**src/slpc_regs.vh**
```
// Shared constants of the link power and configuration block
`ifndef SLPC_REGS_VH
`define SLPC_REGS_VH

// Clock and word geometry
`define SLPC_CLK_NS        8
`define SLPC_DW            24
`define SLPC_FW            28
`define SLPC_SW            26
`define SLPC_SHUF_STEP     7
`define SLPC_HALF          5'h0C
`define SLPC_FULL          5'h18

// Frame layout: embedded clock on top, shuffled payload below
`define SLPC_C1            27
`define SLPC_C0            26
`define SLPC_PRE_DCB       24
`define SLPC_PRE_DCA       25

// Scrambler feedback taken from the previous scrambled word
`define SLPC_MIX(x)        ({x[22:0], x[23]} ^ {x[4:0], x[23:5]})

// Timing figures and event counts
`define SLPC_TX_STOP_NS    334
`define SLPC_RX_STOP_NS    200
`define SLPC_TX_LOCK_EDGES 6'h20
`define SLPC_RX_LOCK_WORDS 6'h10
`define SLPC_CNT_W         6

// Transmit configuration word
`define SLPC_TXW           2
`define SLPC_TX_SWING      0
`define SLPC_TX_EDGE       1

// Receive configuration word
`define SLPC_RXW           13
`define SLPC_RX_EQ_ON      0
`define SLPC_RX_EQ_LO      1
`define SLPC_RX_EQ_HI      3
`define SLPC_RX_SSC_LO     4
`define SLPC_RX_SSC_HI     7
`define SLPC_RX_DSLEW      8
`define SLPC_RX_CSLEW      9
`define SLPC_RX_OSS        10
`define SLPC_RX_EDGE       11
`define SLPC_RX_TEST       12

// Power states shared by both ends
`define SLPC_ST_OFF        2'h0
`define SLPC_ST_SLEEP      2'h1
`define SLPC_ST_LOCK       2'h2
`define SLPC_ST_RUN        2'h3

// Synchronised pin indices
`define SLPC_PIN_TXPD      0
`define SLPC_PIN_RXPD      1
`define SLPC_PIN_PCLK      2
`define SLPC_PIN_EQS       3
`define SLPC_PIN_N         4

`endif

```
**src/slpc_enc_unused_guard.v**
```verilog
// Spare unit kept empty; all logic lives in the other design files
`timescale 1ns/1ps
`default_nettype none
`default_nettype wire

```
**src/slpc_enc.v**
```verilog
// Transmit word encoder: scramble, balance, shuffle
`timescale 1ns/1ps
`default_nettype none
`include "slpc_regs.vh"
module slpc_enc (
   input  wire [`SLPC_DW-1:0] data_i,
   input  wire [`SLPC_DW-1:0] prev_i,
   input  wire                rd_i,
   output wire [`SLPC_FW-1:0] frame_o,
   output wire [`SLPC_DW-1:0] scr_o,
   output reg                 rd_o
);
   wire [`SLPC_DW-1:0] mix;
   wire [`SLPC_DW-1:0] bal;
   wire [`SLPC_SW-1:0] pre;
   wire [`SLPC_SW-1:0] sh;
   reg  [4:0]          ones;
   reg  [4:0]          bal_ones;
   reg                 inv;
   integer             i;

   // Step one: self-synchronising scramble, no shared seed needed
   assign mix   = `SLPC_MIX(prev_i);
   assign scr_o = data_i ^ mix;

   // Step two: invert when the word would grow the running disparity
   always @* begin
      ones = 5'h00;
      for (i = 0; i < `SLPC_DW; i = i + 1) begin
         ones = ones + {4'h0, scr_o[i]};
      end
      inv      = rd_i ? (ones > `SLPC_HALF) : (ones < `SLPC_HALF);
      bal_ones = inv ? (`SLPC_FULL - ones) : ones;
      if (bal_ones > `SLPC_HALF) begin
         rd_o = 1'b1;
      end else if (bal_ones < `SLPC_HALF) begin
         rd_o = 1'b0;
      end else begin
         rd_o = rd_i;
      end
   end
   assign bal = inv ? ~scr_o : scr_o;
   assign pre = {^{bal, inv}, inv, bal};

   // Step three: fixed shuffle, step coprime with the payload width
   genvar g;
   generate
      for (g = 0; g < `SLPC_SW; g = g + 1) begin : shuf
         assign sh[g] = pre[(g * `SLPC_SHUF_STEP) % `SLPC_SW];
      end
   endgenerate

   // Embedded clock pair: one then zero
   assign frame_o = {1'b1, 1'b0, sh};
endmodule
`default_nettype wire

```
**src/slpc_cfg.v**
```verilog
// Strap or register configuration word with register precedence
`timescale 1ns/1ps
`default_nettype none
`include "slpc_regs.vh"
module slpc_cfg #(
   parameter W = 2
) (
   input  wire         mclk_i,
   input  wire         nrst_i,
   input  wire         clear_i,
   input  wire [W-1:0] strap_i,
   input  wire         wr_i,
   input  wire [W-1:0] wdata_i,
   output reg  [W-1:0] val_o
);
   reg [W-1:0] s1_r;
   reg [W-1:0] s2_r;
   reg [W-1:0] s3_r;
   reg [W-1:0] filt_r;
   reg [W-1:0] shadow_r;
   reg         override_r;

   // Strap pins: three stages, change taken once stages two and three agree
   genvar g;
   generate
      for (g = 0; g < W; g = g + 1) begin : sync
         always @(posedge mclk_i or negedge nrst_i) begin
            if (!nrst_i) begin
               s1_r[g]   <= 1'b0;
               s2_r[g]   <= 1'b0;
               s3_r[g]   <= 1'b0;
               filt_r[g] <= 1'b0;
            end else begin
               s1_r[g] <= strap_i[g];
               s2_r[g] <= s1_r[g];
               s3_r[g] <= s2_r[g];
               if (s2_r[g] == s3_r[g]) begin
                  filt_r[g] <= s3_r[g];
               end
            end
         end
      end
   endgenerate

   // Register copy wins once written; clear returns to strap control
   always @(posedge mclk_i or negedge nrst_i) begin
      if (!nrst_i) begin
         shadow_r   <= {W{1'b0}};
         override_r <= 1'b0;
         val_o      <= {W{1'b0}};
      end else begin
         if (clear_i) begin
            shadow_r   <= {W{1'b0}};
            override_r <= 1'b0;
         end else if (wr_i) begin
            shadow_r   <= wdata_i;
            override_r <= 1'b1;
         end
         val_o <= override_r ? shadow_r : filt_r;
      end
   end
endmodule
`default_nettype wire

```
**src/slpc_top.v**
```verilog
// Link pair power, sleep, coding and configuration control
`timescale 1ns/1ps
`default_nettype none
`include "slpc_regs.vh"
module slpc_top (
   input  wire                 mclk_i,
   input  wire                 nrst_i,
   input  wire                 tx_power_down_n_i,
   input  wire                 parallel_in_clock_i,
   input  wire [`SLPC_DW-1:0]  tx_data_i,
   input  wire                 tx_swing_select_i,
   input  wire                 tx_edge_select_i,
   input  wire                 tx_cfg_wr_i,
   input  wire [`SLPC_TXW-1:0] tx_cfg_wdata_i,
   input  wire                 rx_power_down_n_i,
   input  wire [`SLPC_FW-1:0]  rx_word_i,
   input  wire                 rx_word_strobe_i,
   input  wire                 rx_eq_stream_i,
   input  wire [3:0]           rx_equaliser_gain_i,
   input  wire [3:0]           rx_spread_select_i,
   input  wire                 rx_data_slew_select_i,
   input  wire                 rx_clock_slew_select_i,
   input  wire                 rx_output_state_select_i,
   input  wire                 rx_edge_select_i,
   input  wire                 rx_test_enable_i,
   input  wire                 rx_cfg_wr_i,
   input  wire [`SLPC_RXW-1:0] rx_cfg_wdata_i,
   output reg  [`SLPC_FW-1:0]  tx_frame_o,
   output reg                  tx_frame_valid_o,
   output reg                  tx_out_p_o,
   output reg                  tx_out_n_o,
   output reg                  tx_swing_select_o,
   output reg  [1:0]           tx_state_o,
   output reg  [`SLPC_DW-1:0]  rx_data_o,
   output reg                  rx_data_oe_o,
   output reg                  recovered_out_clock_o,
   output reg                  rx_clock_oe_o,
   output reg                  rx_lock_o,
   output reg                  rx_lock_oe_o,
   output reg                  rx_eq_enable_o,
   output reg  [2:0]           rx_eq_step_o,
   output reg                  rx_data_slew_select_o,
   output reg                  rx_clock_slew_select_o,
   output reg  [3:0]           rx_output_spread_generator_o,
   output reg                  serial_test_out_o,
   output reg  [1:0]           rx_state_o
);
   localparam integer TX_STOP_CYC = (`SLPC_TX_STOP_NS + `SLPC_CLK_NS - 1) / `SLPC_CLK_NS;
   localparam integer RX_STOP_CYC = (`SLPC_RX_STOP_NS + `SLPC_CLK_NS - 1) / `SLPC_CLK_NS;

   wire [`SLPC_PIN_N-1:0] pin_raw;
   reg  [`SLPC_PIN_N-1:0] p1_r;
   reg  [`SLPC_PIN_N-1:0] p2_r;
   reg  [`SLPC_PIN_N-1:0] p3_r;
   reg  [`SLPC_PIN_N-1:0] pin_r;
   reg  [`SLPC_DW-1:0]    d1_r;
   reg  [`SLPC_DW-1:0]    d2_r;
   reg                    pclk_prev_r;
   wire [`SLPC_TXW-1:0]   tx_cfg;
   wire [`SLPC_RXW-1:0]   rx_cfg;
   wire                   rx_clear;

   // Pins from outside: three stages, change taken once two and three agree
   assign pin_raw = {rx_eq_stream_i, parallel_in_clock_i, rx_power_down_n_i, tx_power_down_n_i};
   genvar g;
   generate
      for (g = 0; g < `SLPC_PIN_N; g = g + 1) begin : psync
         always @(posedge mclk_i or negedge nrst_i) begin
            if (!nrst_i) begin
               p1_r[g]  <= 1'b0;
               p2_r[g]  <= 1'b0;
               p3_r[g]  <= 1'b0;
               pin_r[g] <= 1'b0;
            end else begin
               p1_r[g] <= pin_raw[g];
               p2_r[g] <= p1_r[g];
               p3_r[g] <= p2_r[g];
               if (p2_r[g] == p3_r[g]) begin
                  pin_r[g] <= p3_r[g];
               end
            end
         end
      end
   endgenerate

   // Data lags two stages, two fewer than the clock's four through the pin filter
   always @(posedge mclk_i or negedge nrst_i) begin
      if (!nrst_i) begin
         d1_r        <= {`SLPC_DW{1'b0}};
         d2_r        <= {`SLPC_DW{1'b0}};
         pclk_prev_r <= 1'b0;
      end else begin
         d1_r        <= tx_data_i;
         d2_r        <= d1_r;
         pclk_prev_r <= pin_r[`SLPC_PIN_PCLK];
      end
   end

   // Configuration words; transmit copy is never cleared by sleep
   slpc_cfg #(.W(`SLPC_TXW)) u_tx_cfg (
      .mclk_i  (mclk_i),
      .nrst_i  (nrst_i),
      .clear_i (1'b0),
      .strap_i ({tx_edge_select_i, tx_swing_select_i}),
      .wr_i    (tx_cfg_wr_i),
      .wdata_i (tx_cfg_wdata_i),
      .val_o   (tx_cfg)
   );

   slpc_cfg #(.W(`SLPC_RXW)) u_rx_cfg (
      .mclk_i  (mclk_i),
      .nrst_i  (nrst_i),
      .clear_i (rx_clear),
      .strap_i ({rx_test_enable_i, rx_edge_select_i, rx_output_state_select_i, rx_clock_slew_select_i,
                 rx_data_slew_select_i, rx_spread_select_i, rx_equaliser_gain_i}),
      .wr_i    (rx_cfg_wr_i),
      .wdata_i (rx_cfg_wdata_i),
      .val_o   (rx_cfg)
   );

   // ---- Transmit side ----
   wire                  pclk_f;
   wire                  pclk_edge;
   wire                  cap_edge;
   wire [`SLPC_FW-1:0]   enc_frame;
   wire [`SLPC_DW-1:0]   enc_scr;
   wire                  enc_rd;
   reg  [`SLPC_DW-1:0]   tx_prev_r;
   reg                   tx_rd_r;
   reg  [`SLPC_CNT_W-1:0] tx_gap_r;
   reg  [`SLPC_CNT_W-1:0] tx_lock_r;
   reg  [`SLPC_FW-1:0]   tx_sh_r;
   reg  [1:0]            tx_nxt;

   assign pclk_f    = pin_r[`SLPC_PIN_PCLK];
   assign pclk_edge = pclk_f ^ pclk_prev_r;
   // Rising edge when select high, falling when low
   assign cap_edge  = tx_cfg[`SLPC_TX_EDGE] ? (pclk_f & ~pclk_prev_r) : (~pclk_f & pclk_prev_r);

   slpc_enc u_enc (
      .data_i  (d2_r),
      .prev_i  (tx_prev_r),
      .rd_i    (tx_rd_r),
      .frame_o (enc_frame),
      .scr_o   (enc_scr),
      .rd_o    (enc_rd)
   );

   // Transmit power state: off, sleeping, locking, running
   always @* begin
      tx_nxt = tx_state_o;
      if (!pin_r[`SLPC_PIN_TXPD]) begin
         tx_nxt = `SLPC_ST_OFF;
      end else begin
         case (tx_state_o)
            `SLPC_ST_OFF:   tx_nxt = `SLPC_ST_LOCK;
            `SLPC_ST_SLEEP: if (pclk_edge) tx_nxt = `SLPC_ST_LOCK;
            `SLPC_ST_LOCK: begin
               if (tx_gap_r == TX_STOP_CYC[`SLPC_CNT_W-1:0]) begin
                  tx_nxt = `SLPC_ST_SLEEP;
               end else if (tx_lock_r == `SLPC_TX_LOCK_EDGES) begin
                  tx_nxt = `SLPC_ST_RUN;
               end
            end
            `SLPC_ST_RUN: if (tx_gap_r == TX_STOP_CYC[`SLPC_CNT_W-1:0]) tx_nxt = `SLPC_ST_SLEEP;
            default:      tx_nxt = `SLPC_ST_OFF;
         endcase
      end
   end

   // Gap counter finds a static or too slow clock; lock counter counts clean edges
   always @(posedge mclk_i or negedge nrst_i) begin
      if (!nrst_i) begin
         tx_state_o        <= `SLPC_ST_OFF;
         tx_gap_r          <= {`SLPC_CNT_W{1'b0}};
         tx_lock_r         <= {`SLPC_CNT_W{1'b0}};
         tx_prev_r         <= {`SLPC_DW{1'b0}};
         tx_rd_r           <= 1'b0;
         tx_sh_r           <= {`SLPC_FW{1'b0}};
         tx_frame_o        <= {`SLPC_FW{1'b0}};
         tx_frame_valid_o  <= 1'b0;
         tx_out_p_o        <= 1'b1;
         tx_out_n_o        <= 1'b1;
         tx_swing_select_o <= 1'b0;
      end else begin
         tx_state_o        <= tx_nxt;
         tx_swing_select_o <= tx_cfg[`SLPC_TX_SWING];
         tx_frame_valid_o  <= 1'b0;
         if (pclk_edge || tx_state_o == `SLPC_ST_OFF) begin
            tx_gap_r <= {`SLPC_CNT_W{1'b0}};
         end else if (tx_gap_r != TX_STOP_CYC[`SLPC_CNT_W-1:0]) begin
            tx_gap_r <= tx_gap_r + 1'b1;
         end
         if (tx_state_o != `SLPC_ST_LOCK) begin
            tx_lock_r <= {`SLPC_CNT_W{1'b0}};
         end else if (cap_edge) begin
            tx_lock_r <= tx_lock_r + 1'b1;
         end
         // Frames only leave in the running state
         if (tx_state_o == `SLPC_ST_RUN && cap_edge) begin
            tx_frame_o       <= enc_frame;
            tx_frame_valid_o <= 1'b1;
            tx_prev_r        <= enc_scr;
            tx_rd_r          <= enc_rd;
            tx_sh_r          <= enc_frame;
         end else begin
            tx_sh_r <= {tx_sh_r[`SLPC_FW-2:0], 1'b0};
         end
         // Serial pair idles with both legs high; leaving run drops the swing at once
         if (tx_state_o == `SLPC_ST_RUN && tx_nxt == `SLPC_ST_RUN) begin
            tx_out_p_o <= tx_sh_r[`SLPC_FW-1];
            tx_out_n_o <= ~tx_sh_r[`SLPC_FW-1];
         end else begin
            tx_out_p_o <= 1'b1;
            tx_out_n_o <= 1'b1;
         end
      end
   end

   // ---- Receive side ----
   wire [`SLPC_SW-1:0]    un;
   wire [`SLPC_DW-1:0]    rx_scr;
   wire [`SLPC_DW-1:0]    rx_dec;
   wire                   rx_good;
   reg  [`SLPC_DW-1:0]    rx_prev_r;
   reg  [`SLPC_CNT_W-1:0] rx_gap_r;
   reg  [`SLPC_CNT_W-1:0] rx_lock_r;
   reg  [1:0]             rx_nxt;

   // Undo shuffle, balance and scramble
   generate
      for (g = 0; g < `SLPC_SW; g = g + 1) begin : unshuf
         assign un[(g * `SLPC_SHUF_STEP) % `SLPC_SW] = rx_word_i[g];
      end
   endgenerate
   assign rx_scr  = un[`SLPC_PRE_DCB] ? ~un[`SLPC_DW-1:0] : un[`SLPC_DW-1:0];
   assign rx_dec  = rx_scr ^ `SLPC_MIX(rx_prev_r);
   // Word counts only with the clock pair present and the check bit right
   assign rx_good = rx_word_strobe_i & rx_word_i[`SLPC_C1] & ~rx_word_i[`SLPC_C0] & ~^un;
   assign rx_clear = (rx_state_o == `SLPC_ST_OFF);

   // Receive power state
   always @* begin
      rx_nxt = rx_state_o;
      if (!pin_r[`SLPC_PIN_RXPD]) begin
         rx_nxt = `SLPC_ST_OFF;
      end else begin
         case (rx_state_o)
            `SLPC_ST_OFF:   rx_nxt = `SLPC_ST_LOCK;
            `SLPC_ST_SLEEP: if (rx_good) rx_nxt = `SLPC_ST_LOCK;
            `SLPC_ST_LOCK: begin
               if (rx_gap_r == RX_STOP_CYC[`SLPC_CNT_W-1:0]) begin
                  rx_nxt = `SLPC_ST_SLEEP;
               end else if (rx_lock_r == `SLPC_RX_LOCK_WORDS) begin
                  rx_nxt = `SLPC_ST_RUN;
               end
            end
            `SLPC_ST_RUN: if (rx_gap_r == RX_STOP_CYC[`SLPC_CNT_W-1:0]) rx_nxt = `SLPC_ST_SLEEP;
            default:      rx_nxt = `SLPC_ST_OFF;
         endcase
      end
   end

   // Sleep leaves the configuration copy alone; only power down clears it
   always @(posedge mclk_i or negedge nrst_i) begin
      if (!nrst_i) begin
         rx_state_o             <= `SLPC_ST_OFF;
         rx_gap_r               <= {`SLPC_CNT_W{1'b0}};
         rx_lock_r              <= {`SLPC_CNT_W{1'b0}};
         rx_prev_r              <= {`SLPC_DW{1'b0}};
         rx_data_o              <= {`SLPC_DW{1'b0}};
         rx_data_oe_o           <= 1'b0;
         recovered_out_clock_o  <= 1'b0;
         rx_clock_oe_o          <= 1'b0;
         rx_lock_o              <= 1'b0;
         rx_lock_oe_o           <= 1'b0;
         rx_eq_enable_o         <= 1'b0;
         rx_eq_step_o           <= 3'h0;
         rx_data_slew_select_o  <= 1'b0;
         rx_clock_slew_select_o <= 1'b0;
         rx_output_spread_generator_o <= 4'h0;
         serial_test_out_o      <= 1'b0;
      end else begin
         rx_state_o <= rx_nxt;
         if (rx_good || rx_state_o == `SLPC_ST_OFF) begin
            rx_gap_r <= {`SLPC_CNT_W{1'b0}};
         end else if (rx_gap_r != RX_STOP_CYC[`SLPC_CNT_W-1:0]) begin
            rx_gap_r <= rx_gap_r + 1'b1;
         end
         // A bad word restarts the acquisition count
         if (rx_state_o != `SLPC_ST_LOCK || (rx_word_strobe_i && !rx_good)) begin
            rx_lock_r <= {`SLPC_CNT_W{1'b0}};
         end else if (rx_good) begin
            rx_lock_r <= rx_lock_r + 1'b1;
         end
         if (rx_good) begin
            rx_prev_r <= un[`SLPC_DW-1:0] ^ {`SLPC_DW{un[`SLPC_PRE_DCB]}};
         end
         // Configuration outputs; equaliser off whenever its low bit is clear
         rx_eq_enable_o <= rx_cfg[`SLPC_RX_EQ_ON];
         rx_eq_step_o   <= rx_cfg[`SLPC_RX_EQ_ON] ? rx_cfg[`SLPC_RX_EQ_HI:`SLPC_RX_EQ_LO] : 3'h0;
         rx_data_slew_select_o  <= rx_cfg[`SLPC_RX_DSLEW];
         rx_clock_slew_select_o <= rx_cfg[`SLPC_RX_CSLEW];
         rx_output_spread_generator_o <= rx_cfg[`SLPC_RX_SSC_HI:`SLPC_RX_SSC_LO];
         serial_test_out_o <= (rx_state_o != `SLPC_ST_OFF) & rx_cfg[`SLPC_RX_TEST]
                              & pin_r[`SLPC_PIN_EQS];
         // Output states per power state and output state select
         case (rx_state_o)
            `SLPC_ST_RUN: begin
               rx_lock_o     <= 1'b1;
               rx_lock_oe_o  <= 1'b1;
               rx_data_oe_o  <= 1'b1;
               rx_clock_oe_o <= 1'b1;
               // New data lands with the clock away from its strobe edge
               if (rx_good) begin
                  rx_data_o             <= rx_dec;
                  recovered_out_clock_o <= ~rx_cfg[`SLPC_RX_EDGE];
               end else begin
                  recovered_out_clock_o <= rx_cfg[`SLPC_RX_EDGE];
               end
            end
            `SLPC_ST_SLEEP, `SLPC_ST_LOCK: begin
               rx_lock_o             <= 1'b0;
               rx_lock_oe_o          <= 1'b1;
               rx_data_o             <= {`SLPC_DW{1'b0}};
               recovered_out_clock_o <= 1'b0;
               rx_data_oe_o          <= ~rx_cfg[`SLPC_RX_OSS];
               rx_clock_oe_o         <= ~rx_cfg[`SLPC_RX_OSS];
            end
            default: begin
               rx_lock_o             <= 1'b0;
               rx_lock_oe_o          <= 1'b0;
               rx_data_o             <= {`SLPC_DW{1'b0}};
               rx_data_oe_o          <= 1'b0;
               recovered_out_clock_o <= 1'b0;
               rx_clock_oe_o         <= 1'b0;
            end
         endcase
      end
   end
endmodule
`default_nettype wire

```
**config.mk**
```make
export PLATFORM = sky130hd
export DESIGN_NAME = slpc_top
export DESIGN_NICKNAME = d
export VERILOG_FILES = /design/src/slpc_enc_unused_guard.v /design/src/slpc_enc.v /design/src/slpc_cfg.v /design/src/slpc_top.v
export VERILOG_INCLUDE_DIRS = /design/src
export SDC_FILE = /design/constraint.sdc
export NUM_CORES = 1
export LEC_CHECK = 0
export ABC_CLOCK_PERIOD_IN_PS = 10480
export CORE_MARGIN = 2
export CORE_UTILIZATION = 50
export CTS_CLUSTER_DIAMETER = 150
export CTS_CLUSTER_SIZE = 20
export DETAILED_ROUTE_END_ITERATION = 12
export DONT_BUFFER_PORTS = 1
export GPL_ROUTABILITY_DRIVEN = 0
export PLACE_DENSITY_LB_ADDON = 0.15
export SYNTH_ARGS = -nofsm -noshare
export SYNTH_HDL_FRONTEND = slang
export SYNTH_SLANG_ARGS = --single-unit
```
**constraint.sdc**
```tcl
create_clock -name mclk_i -period 10.48 [get_ports mclk_i]
set_input_delay 1.572 -clock mclk_i [delete_from_list [all_inputs] [get_ports mclk_i]]
set_output_delay 1.572 -clock mclk_i [all_outputs]
set_load 0.1 [all_outputs]
```
==> out/qor.yml <==
routing:
  dr.first_iter.drc_count: 482
  postRouteAntennaNets: 0
  firstDrtPassIters: 5
  drt-total-wl_mm: 24.9
  drc: 0
  vias: 7260
  via_per_inst: 5.15
  post_drt_wl_per_cell_microns: 17.6
placed_design:
  io_buffer_count: 0
  dp_cells: 1380
  dpl.hpwl_mm: 16.5
sta:
  holdWs_ns: 0.344
  slew-limit-headroom_pct: 5.80
  post-route-period-util_pct: 64.6
  rsz0062_at_grt: "no"
  period_needed_ns: 6.77
  finalSetupViolCount: 0
  fmax_ghz: 0.148
  tightestPinTransition_ns: 1.41
  slew_viol_final: 0
  hold_viol_final: 0
  tns_ns: 0
  fin_skew_ns: 0.0173
power:
  internal-power_w: 0.00228
  irDropWorstVdd_mv: 0.191
  power.leakage_nw: 7.30
  seqPwrFrac_pct: 49.0
  clkPwrFrac_pct: 21.5
  power_density_mw_per_mm2: 243
  finalPower_w: 0.00357
  switching_power_w: 0.00129
  p_comb_share_pct: 29.5
  sw_frac_of_total_pct: 36.2
synth:
  syn_area_sq_mm: 0.0138
  synth_fp_nets: 1204
  yosysSeqAreaShare_pct: 60.1
  async_flop_share_pct: 100
  synth_cell_types: 50
  synth-edff-count: 0
  synth_top_flop_cell: "dfrtp_1"
  yosys_warnings: 0
  synth_area_per_cell_sq_um: 12.9
  synth_cells: 1074
  synth_seq_cells: 332
worst_setup_path:
  critPathCaptureType: "flop"
  setup.worst_path.start_class: "flop"
  path_max_fanout: 25
  critical_path_arrival_ns: 7.13
  critPathKind: "flop to flop"
  worstPathRequired_ns: 10.85
final_layout:
  regArea_sq_mm: 0.00831
  multi_input_area_sq_mm: 0.00516
  drive_gt1_share_pct: 6.65
  area_delta_synth_final_pct: 6.03
  nFillCells: 2326
  nNetsFinal: 1191
  finish.utilization_pct: 54.2
  layoutNonFillerInstCount: 1411
clock_network:
  clock-root-buffer: "clkbuf_16"
  clk_latency_ns: 0.52
  numCtsBuffers: 20
  cts_resized: 0
  clk_pin_slew_ns: 0.09
  cts_sinks: 332
  clock_path_buffers: 3
  htreeDepth: 1
  cts_tree: "done"
  post_cts_buffers: 0
  cts_hold_repair.buffers: 0
global_routing:
  grt_pass1_vias: 7362
  grt_usage_pct: 17.7
  antenna_found_initial: 4
  grt_pass1_wl_mm: 40.6
  grt.overflow.total: 0
  grt_max_degree: 333
floorplanning:
  dieArea_sq_mm: 0.0290
  initial_utilization_pct: 51.1
  num_io_pins: 167
  rows: 60
  die_x_microns: 170
  core_region_area_sq_mm: 0.0270
  die_y_microns: 170
hold_path:
  hp-class: "flop to flop"
job:
  maxCapViolations: 0
status:
  outcome: "finished clean"
==> state kept, by name, summed over array words and instances (netlist names), 24 cells and up <==
| name | flops |
|---|---|
| tx_frame_o | 27 |
| tx_sh_r | 28 |
| d1_r | 24 |
| rx_data_o | 24 |
| rx_prev_r | 24 |
| d2_r | 24 |
| tx_prev_r | 24 |
==> path summary, 6_finish.rpt <==
path	slack, ns	cells after the start	from	endpoint
worst max register to register	3.71	20	tx_prev_r[6]	tx_sh_r[11]
worst min register to register	0.34	0	u_rx_cfg.val_o[7]	rx_output_spread_generator_o[3]
max in group asynchronous	8.53	0	nrst_i	rx_clock_oe_o
worst max-delay path	3.71	20	tx_prev_r[6]	tx_sh_r[11]
min in group asynchronous	0.75	0	nrst_i	rx_data_o[8]
worst min-delay path	0.34	0	u_rx_cfg.val_o[7]	rx_output_spread_generator_o[3]
==> synthesized netlist by cell type (2+ instances only) <==
cell type | instances | area, sq um
dfrtp_1 | 330 | 8260
xnor2_1 | 117 | 1020
nand2_1 | 115 | 432
xor2_1 | 71 | 622
nor2_1 | 62 | 233
inv_1 | 42 | 158
mux2_2 | 36 | 405
o21ai_0 | 31 | 155
a21o_1 | 28 | 210
o211a_1 | 27 | 270
ha_1 | 22 | 275
clkbuf_1 | 20 | 75.1
maj3_1 | 19 | 190
fa_1 | 17 | 340
a21oi_1 | 15 | 75.1
mux2i_1 | 15 | 150
xnor3_1 | 12 | 270
buf_4 | 9 | 67.6
nor3_1 | 8 | 40.0
and2_1 | 7 | 43.8
nand3_1 | 7 | 35.0
nor2b_1 | 7 | 43.8
nand2b_1 | 6 | 37.5
buf_1 | 5 | 18.8
buf_2 | 5 | 25.0
o31ai_1 | 5 | 37.5
a21boi_0 | 3 | 22.5
and3_1 | 3 | 18.8
nor4_1 | 3 | 18.8
a211o_1 | 2 | 17.5
a22oi_1 | 2 | 15.0
buf_6 | 2 | 22.5
dfstp_2 | 2 | 52.6
nand3b_1 | 2 | 15.0
o41ai_1 | 2 | 17.5
==> metrics by stage <==
| stage | area, sq um | worst slack (ns) |
|---|---|---|
| 2_1_floorplan | 13800 | 4.20 |
| 3_3_place_gp | 14100 | 3.87 |
| 3_5_place_dp | 14100 | 3.77 |
| 4_1_cts | 14700 | 3.75 |
| 5_1_grt | 14700 | 3.43 |
| 6_report | 14700 | 3.71 |
==> final cells by class <==
cell class	count	area share, %
clock buffers	27	3.59
well taps	341	2.91
repair buffers	6	0.307
multi-input cells	659	35.2
inverters	42	1.08
diodes	2	0.0341
flip-flops and latches	332	56.7
clock inverters	2	0.171
==> cells by family (layout without fill, tap and decap cells) <==
logic type                 Yosys count  after routing  synth area share (%)
buffers and inverters               83             77                  2.65
DFF                                332            332                  60.1
adders and majority gates           58             58                  5.83
muxes                               51             51                  4.02
xor gates and xnor gates           200            200                  13.9
and+or+nand+nor                    228            228                  7.19
AOI/OAI and AO/OA                  121            121                  6.30
other                                1              3                0.0271
==> per-layer routing <==
metal / GRT usage [%] / share of wire, % / vias to the layer above
li1: - / - / 3463
met1: 25.5 / 47 / 3632
met2: 27.9 / 46 / 143
met3: 3.72 / 5.4 / 22
met4: 3.53 / 1.7 / 0
met5: 0 / 0 / -
==> cells in the final DEF (no fill, tap or decap), types with 3 or more instances in the layout <==
cell type / n
mux2i_1: 15
xnor2_1: 117
xnor3_1: 12
mux2_2: 36
a21boi_0: 3
o211a_1: 27
nand2_1: 115
nor4_1: 3
and3_1: 3
a21o_1: 28
clkbuf_1: 7
fa_1: 17
o21ai_0: 31
and2_1: 7
ha_1: 22
a21oi_1: 15
nand3_1: 6
o31ai_1: 5
nor3_1: 8
nor2_1: 62
maj3_1: 19
buf_4: 6
dfrtp_1: 329
xor2_1: 71
inv_1: 42
clkbuf_16: 20
nor2b_1: 7
nand2b_1: 6
==> power groups by stage <==
stage	registers [W]	clock network [W]	logic [W]
after floorplan	0.00173	0	0.000925
after global placement	0.00177	0	0.00104
after detailed placement	0.00178	0	0.00106
after CTS	0.00175	0.000802	0.00107
after global routing	0.00177	0.000848	0.00118
final	0.00175	0.000766	0.00105
==> critical path, stage by stage (launching register included) <==
cell and delay, ns:
dfrtp_1 0.42, xor2_1 0.26, xor2_1 0.32, ha_1 0.29, inv_1 0.07, fa_1 0.44, fa_1 0.55, inv_1 0.05
fa_1 0.47, fa_1 0.53, fa_1 0.43, fa_1 0.43, fa_1 0.44, or3b_2 0.48, o221ai_1 0.25, a211o_1 0.17
o211a_1 0.14, buf_4 0.37, xnor2_1 0.22, xnor2_1 0.17, a21oi_1 0.09
Note: power is estimated with default switching activity, not from simulation.
